$ cat src/inc/svil_params.svh
// offsets, bit positions and reset values of the shared vector irq logic
// assumes byte-wide registers on a plain strobe port
`ifndef SVIL_PARAMS_SVH
`define SVIL_PARAMS_SVH

`define SVIL_OFS_CTRL      4'h0
`define SVIL_OFS_SRC_EN    4'h1
`define SVIL_OFS_SRC_FLAG  4'h2
`define SVIL_OFS_GRP_FLAG  4'h3
`define SVIL_OFS_EVT_STAT  4'h4
`define SVIL_OFS_EVT_MASK  4'h5

`define SVIL_CTRL_GLB_BIT  0
`define SVIL_CTRL_GRP_LSB  1

`define SVIL_SRC_TM_A      0
`define SVIL_SRC_TM_P      1
`define SVIL_SRC_LOW       2
`define SVIL_SRC_NVW       3
`define SVIL_SRC_UART      4

`define SVIL_EVT_WAKE      0
`define SVIL_EVT_CALL      1
`define SVIL_EVT_BLOCK     2

`define SVIL_RST_CTRL      8'h00
`define SVIL_RST_SRC_EN    5'h00
`define SVIL_RST_EVT_MASK  3'h0

`endif

$ cat src/inc/svil_pkg.sv
// types shared by the shared vector irq logic and its users
// assumes svil_params.svh for the numeric constants
package svil_pkg;

    localparam int SRC_N = 5;
    localparam int GRP_N = 3;
    localparam int EVT_N = 3;
    localparam int PC_W  = 16;

    typedef logic [SRC_N-1:0] svil_src_t;
    typedef logic [GRP_N-1:0] svil_grp_t;
    typedef logic [EVT_N-1:0] svil_evt_t;
    typedef logic [PC_W-1:0]  svil_pc_t;
    typedef logic [1:0]       svil_vec_t;
    typedef logic [3:0]       svil_addr_t;
    typedef logic [7:0]       svil_data_t;
    typedef logic [5:0]       svil_uart_evt_t;

    typedef struct packed {
        logic      glb_en;
        svil_grp_t grp_en;
        svil_src_t src_en;
        svil_src_t src_flag;
        svil_grp_t grp_flag;
        svil_evt_t evt_stat;
        svil_evt_t evt_mask;
        svil_data_t rdata;
        logic      wake;
        logic      call;
        svil_vec_t vec;
        logic      push;
        svil_pc_t  push_pc;
        logic      pop;
        logic      irq;
    } svil_state_s;

    // which sources feed each shared group
    function automatic svil_src_t grp_members(input int g);
        case (g)
            0:       grp_members = 5'h03;
            1:       grp_members = 5'h0c;
            2:       grp_members = 5'h10;
            default: grp_members = 5'h00;
        endcase
    endfunction

endpackage

$ cat src/hw/svil_core.sv
// request, enable and vectoring logic for the shared irq groups
// assumes sources are pulses on clk_i and the core samples call_o,
// push_o and pop_o in the cycle they are high
`timescale 1ns/100ps
`include "svil_params.svh"

// Notes on behaviour
// - any member source flag rising sets its group flag
// - timer vector needs global, timer and group enables all set
// - group vector called only if enabled, stack not full, match seen
// - servicing clears global enable and group flag, not source flag
// - low supply sets its flag; vectored with own, group, global enable
// - low supply flag stays set until software clears it
// - write done sets its flag; vectored with own, group, global enable
// - write done flag stays set; servicing clears group flag and global enable
// - serial request set by any of six transfer events
// - serial flag cleared only by software; service clears group, global
// - any flag going low to high raises wake regardless of enables
// - enables never affect wake; an already set flag cannot wake
// - set flag holds until serviced or cleared; enable only blocks
// - entry pushes only the program counter
// - return from irq pops and sets global enable
// - plain return pops and leaves global enable as is
module svil_core
(
    input  wire logic                    clk_i,
    input  wire logic                    rst_i,
    input  wire svil_pkg::svil_addr_t    addr_i,
    input  wire svil_pkg::svil_data_t    wdata_i,
    input  wire logic                    wr_i,
    input  wire logic                    rd_i,
    output svil_pkg::svil_data_t         rdata_o,
    input  wire logic                    tm_match_a_i,
    input  wire logic                    tm_match_p_i,
    input  wire logic                    low_supply_i,
    input  wire logic                    nv_write_done_i,
    input  wire svil_pkg::svil_uart_evt_t uart_evt_i,
    input  wire logic                    instr_boundary_i,
    input  wire logic                    stack_full_i,
    input  wire svil_pkg::svil_pc_t      pc_i,
    input  wire logic                    ret_i,
    input  wire logic                    return_from_irq_instr_i,
    output logic                         call_o,
    output svil_pkg::svil_vec_t          vector_o,
    output logic                         push_o,
    output svil_pkg::svil_pc_t           push_pc_o,
    output logic                         pop_o,
    output logic                         wake_o,
    output logic                         irq_o
);
    import svil_pkg::*;

    svil_state_s st_q;
    svil_state_s st_d;
    svil_src_t   src_set;
    svil_src_t   src_clr;
    svil_src_t   src_rise;
    svil_grp_t   grp_clr;
    svil_grp_t   grp_set;
    svil_grp_t   ready;
    svil_grp_t   svc_clr;
    svil_evt_t   evt_clr;
    logic        take;
    logic        blocked;
    svil_vec_t   pick;

    // lowest ready group wins
    function automatic svil_vec_t first_set(input svil_grp_t r);
        first_set = 2'h0;
        for (int i = GRP_N - 1; i >= 0; i--)
        begin
            if (r[i])
            begin
                first_set = i[1:0];
            end
        end
    endfunction

    function automatic logic wsel(input svil_addr_t a, input svil_addr_t o,
                                  input logic w);
        wsel = w && (a == o);
    endfunction

    always_comb
    begin
        st_d = st_q;
        src_set = '0;
        src_set[`SVIL_SRC_TM_A] = tm_match_a_i;
        src_set[`SVIL_SRC_TM_P] = tm_match_p_i;
        src_set[`SVIL_SRC_LOW]  = low_supply_i;
        src_set[`SVIL_SRC_NVW]  = nv_write_done_i;
        src_set[`SVIL_SRC_UART] = |uart_evt_i;

        src_clr = '0;
        grp_clr = '0;
        evt_clr = '0;
        if (wsel(addr_i, `SVIL_OFS_SRC_FLAG, wr_i))
        begin
            src_clr = wdata_i[SRC_N-1:0];
        end
        if (wsel(addr_i, `SVIL_OFS_GRP_FLAG, wr_i))
        begin
            grp_clr = wdata_i[GRP_N-1:0];
        end
        if (wsel(addr_i, `SVIL_OFS_EVT_STAT, wr_i))
        begin
            evt_clr = wdata_i[EVT_N-1:0];
        end
        if (wsel(addr_i, `SVIL_OFS_SRC_EN, wr_i))
        begin
            st_d.src_en = wdata_i[SRC_N-1:0];
        end
        if (wsel(addr_i, `SVIL_OFS_EVT_MASK, wr_i))
        begin
            st_d.evt_mask = wdata_i[EVT_N-1:0];
        end
        if (wsel(addr_i, `SVIL_OFS_CTRL, wr_i))
        begin
            st_d.glb_en = wdata_i[`SVIL_CTRL_GLB_BIT];
            st_d.grp_en = wdata_i[`SVIL_CTRL_GRP_LSB +: GRP_N];
        end

        // only software clears source flags, a new event beats the clear
        st_d.src_flag = (st_q.src_flag & ~src_clr) | src_set;
        src_rise = st_d.src_flag & ~st_q.src_flag;

        for (int g = 0; g < GRP_N; g++)
        begin
            grp_set[g] = |(src_rise & grp_members(g));
            ready[g]   = st_q.grp_flag[g] & st_q.grp_en[g]
                       & |(st_q.src_flag & st_q.src_en
                           & grp_members(g));
        end

        take    = instr_boundary_i && st_q.glb_en
                  && !stack_full_i && (|ready);
        blocked = instr_boundary_i && st_q.glb_en
                  && stack_full_i && (|ready);
        pick    = first_set(ready);
        svc_clr = '0;
        if (take)
        begin
            svc_clr[pick] = 1'b1;
        end
        st_d.grp_flag = (st_q.grp_flag & ~grp_clr & ~svc_clr)
                        | grp_set;

        if (return_from_irq_instr_i)
        begin
            st_d.glb_en = 1'b1;
        end
        if (take)
        begin
            st_d.glb_en = 1'b0;
        end

        st_d.call    = take;
        st_d.vec     = take ? pick : st_q.vec;
        st_d.push    = take;
        st_d.push_pc = take ? pc_i : st_q.push_pc;
        st_d.pop     = ret_i || return_from_irq_instr_i;

        // enables take no part in wake
        st_d.wake = (|src_rise)
                    || (|(st_d.grp_flag & ~st_q.grp_flag));

        st_d.evt_stat = st_q.evt_stat & ~evt_clr;
        st_d.evt_stat[`SVIL_EVT_WAKE]  = st_d.evt_stat[`SVIL_EVT_WAKE]
                                         | st_d.wake;
        st_d.evt_stat[`SVIL_EVT_CALL]  = st_d.evt_stat[`SVIL_EVT_CALL]
                                         | take;
        st_d.evt_stat[`SVIL_EVT_BLOCK] = st_d.evt_stat[`SVIL_EVT_BLOCK]
                                         | blocked;
        st_d.irq = |(st_d.evt_stat & st_d.evt_mask);

        st_d.rdata = 8'h00;
        if (rd_i)
        begin
            case (addr_i)
                `SVIL_OFS_CTRL:
                begin
                    st_d.rdata[`SVIL_CTRL_GLB_BIT] = st_q.glb_en;
                    st_d.rdata[`SVIL_CTRL_GRP_LSB +: GRP_N] = st_q.grp_en;
                end
                `SVIL_OFS_SRC_EN:   st_d.rdata[SRC_N-1:0] = st_q.src_en;
                `SVIL_OFS_SRC_FLAG: st_d.rdata[SRC_N-1:0] = st_q.src_flag;
                `SVIL_OFS_GRP_FLAG: st_d.rdata[GRP_N-1:0] = st_q.grp_flag;
                `SVIL_OFS_EVT_STAT: st_d.rdata[EVT_N-1:0] = st_q.evt_stat;
                `SVIL_OFS_EVT_MASK: st_d.rdata[EVT_N-1:0] = st_q.evt_mask;
                default:            st_d.rdata = 8'h00;
            endcase
        end
    end

    always_ff @(posedge clk_i)
    begin
        if (rst_i)
        begin
            st_q          <= '0;
            st_q.glb_en   <= 1'(`SVIL_RST_CTRL >> `SVIL_CTRL_GLB_BIT);
            st_q.grp_en   <= svil_grp_t'(`SVIL_RST_CTRL >> `SVIL_CTRL_GRP_LSB);
            st_q.src_en   <= `SVIL_RST_SRC_EN;
            st_q.evt_mask <= `SVIL_RST_EVT_MASK;
        end
        else
        begin
            st_q <= st_d;
        end
    end

    assign rdata_o   = st_q.rdata;
    assign call_o    = st_q.call;
    assign vector_o  = st_q.vec;
    assign push_o    = st_q.push;
    assign push_pc_o = st_q.push_pc;
    assign pop_o     = st_q.pop;
    assign wake_o    = st_q.wake;
    assign irq_o     = st_q.irq;

    svil_src_t  chk_rise;
    assign chk_rise = st_d.src_flag & ~st_q.src_flag;
endmodule

$ cat config.mk
export PLATFORM = sky130hd
export DESIGN_NAME = svil_core
export DESIGN_NICKNAME = d
export VERILOG_FILES = /design/src/inc/svil_pkg.sv /design/src/hw/svil_core.sv
export VERILOG_INCLUDE_DIRS = /design/src /design/src/inc
export SDC_FILE = /design/constraint.sdc
export NUM_CORES = 1
export LEC_CHECK = 0
export BUFFER_PORTS_ARGS = -buffer_cell sky130_fd_sc_hd__buf_2
export CORE_UTILIZATION = 25
export DETAILED_ROUTE_END_ITERATION = 16
export PLACE_DENSITY = 0.46
export RECOVER_POWER = 25
export SETUP_SLACK_MARGIN = 0.1
export SYNTH_ARGS = -nofsm -noshare
export SYNTH_HDL_FRONTEND = slang
export SYNTH_SLANG_ARGS = --single-unit
$ cat constraint.sdc
create_clock -name clk_i -period 3.97 [get_ports clk_i]
set_input_delay 0.9925 -clock clk_i [delete_from_list [all_inputs] [get_ports clk_i]]
set_output_delay 0.9925 -clock clk_i [all_outputs]
set_load 0.005 [all_outputs]
==> metrics <==
core area=9200 um^2; Logic pwr share=9.4%; CTS sink cnt=50; LEAKAGE=between 1 and 1.5 nW; RSZ-0062 raised after global routing=false; #FFs+latches synth=50; R2R Setup Slk=2160 ps; crit end category=flop; Crit. Startpoint=rst_i; Distinct cells, synth=41; EDFF count, synth=0; Tmin final=2920 ps; final max-slew violation count=47; Die X=99.4 um; max-cap viol count=1; vias in the first global route=between 1500 and 2000; Metal-1 WL=2.77 mm; post_cts resized=0; Post-DRT Antenna Nets=0; H-tree Lvls=2; DR DRC count=0; Iter 0 DRT Violations=91; post-synth top area share=42.2%; Worst Clk Skew=8.36 ps; largest net degree at the start of global routing=47; pwr dens=342 nW/um^2; dpl hpwl=4.33 mm; CTS tree=yes; RR Startpoint=st_q[40]; Area Growth Syn to Fin=13.4%; first-pass GRT wire length=between 9 and 10 mm; Syn Inst Count=275; GRT overflow=0; P_sw=0.000231 W; crit path max fanout=46; met3 WL=approximately 460 um; Worst Setup Slack, final=approximately 1000 ps; final-stage net count=between 300 and 400; vias=1981; Flop pwr share=between 50% and 60%; I/O pins=77; P_int=a little under 0.0007 W; violated checks=max-capacitance violations, max-slew violations; WS Path Type=in2reg; metal2 WL=2.61 mm; design area=about 2700 um^2; Post-synth top cells=dfxtp_1, nor2_1, buf_4; status=finished with violations; Critical Path RT=4170 ps; final cell count without fillers=427; final hold viol count=0; Peak Freq=342 MHz; total die area=9880 um^2; Area contributors post-synth=dfxtp_1, buf_4, mux2i_1; final setup violation count=0; wire per inst=14.0 um; WP data arrival=3120 ps; clock buffer depth=2; Final period util=73.6%; clk_lat worst skew=310 ps; WHS Endpoint=vector_o[0]; setup TNS=0 ps; Post-CTS Setup Repair Bufs=0; I/O Buffers=70; Slew @ Worst Pin=2120 ps; WL final=roughly 6.0 mm; HP Start=vector_o[0]; Inst Count DP=about 420; Placed Area=2610 um^2; Post-Syn Area=2370 um^2; reg2reg path depth=6; Async S/R FF share, synth=0%; Max VDD drop=0.112 mV; RR Endpoint=push_pc_o[8]; ys flop type=dfxtp_1; Highest Signal Layer=met4; sw frac=25.1%; global placer's final weighted congestion=approximately 0.80; area leader, netlist=dfxtp_1; antenna violations before repair=0; total of warnings raised by yosys=0; sequential fraction of the synthesis area=between 40% and 50%; clock share of power=33.9%; layout cell share with drive strength beyond 1=25.9%; Initial Utilization=between 20% and 30%; die height=roughly 99 um; diodes inserted=0; Post-CTS Hold Buffers=0; synthesized area per cell=8.62 um^2; Worst Hold Depth=2; relative slew slack=-41.4%; Num CTS Buffers=5; Std-Cell Rows=35; Hold Path Class=reg2reg; CTS Root Buffer Type=clkbuf_8; count leader, synth=dfxtp_1; Avg Vias per Cell=about 4.6; Setup WS pre-CTS=1410 ps; CP Launch Type=input pin; TritonRoute pass-1 iters=4; Clock transition at path regs=~90 ps; gr usage total=12.7%
## sequential cells by signal, indices dropped and copies added (netlist names)
name and count:
irq_o 1, pop_o 1, push_o 1, push_pc_o 16, rdata_o 5, st_q 23, vector_o 2, wake_o 1
## cells by family after synthesis
kind of cell / synth area share (%)
AO/OA/AOI/OAI: 12.2
buffers and inverters: 12.6
flip-flops: 42.2
multiplexers: 10.3
other: 0.158
AND/OR/NAND/NOR: 22.4
## power groups by stage
stage | sequential, W | clock, W | combinational (W)
6_report | 0.000521 | 0.000312 | 0.0000863
5_1_grt | 0.000523 | 0.000345 | 0.0000967
4_1_cts | 0.000521 | 0.000326 | 0.0000873
3_5_place_dp | 0.000533 | 0 | 0.0000869
3_3_place_gp | 0.000533 | 0 | 0.0000860
2_1_floorplan | 0.000530 | 0 | 0.0000515
## metrics by stage
stage,util (%),total power (W),hold slack [ps]
after floorplan,-,0.000581,437
after global placement,28.3,0.000619,443
after CTS,29.3,0.000935,469
after global routing,29.2,0.000965,495
after detailed placement,28.3,0.000620,451
final,29.2,0.000919,467
## critical path, cell delays in order
cell      delay [ps]
clkbuf_1        1480
a21oi_1          110
nor2b_1          240
a211o_1          270
## cell type report
class	count	area, um^2
flip-flops and latches	50	1000
clock buffers	7	86.3
multi-input cells	180	1080
clock inverters	1	5.00
fillers	1008	6510
repair buffers	72	357
inverters	6	22.5
well taps	111	139
## layer usage
layer  vias to the layer above  global-route usage [%]
met5                         -                       0
met4                         0                    5.43
met3                        13                    3.51
met2                        83                    19.6
met1                       889                    16.6
li1                        996                       -
## how the worst max path moves through the flow
stage | to | slack, ps | cells past startpoint
CTS | irq_o | 1730 | 6
detailed placement | irq_o | 1410 | 6
global placement | irq_o | 1410 | 6
global route | irq_o | 860 | 4
finish | irq_o | 1050 | 4
floorplan | irq_o | 1710 | 6
## cell usage in the layout, fill, tap and decap left out, types with 6 or more instances in the layout
cell type  netlist  routed
nor2_1          40      40
clkbuf_8         0       6
o21ai_0          6       6
a21oi_1         21      21
nand3_1         13      13
inv_1            6       6
dfxtp_1         50      50
clkbuf_1         8       8
buf_2            2      63
mux2i_1         20      20
nand2_1         27      27
Note: power is estimated with default switching activity, not from simulation.
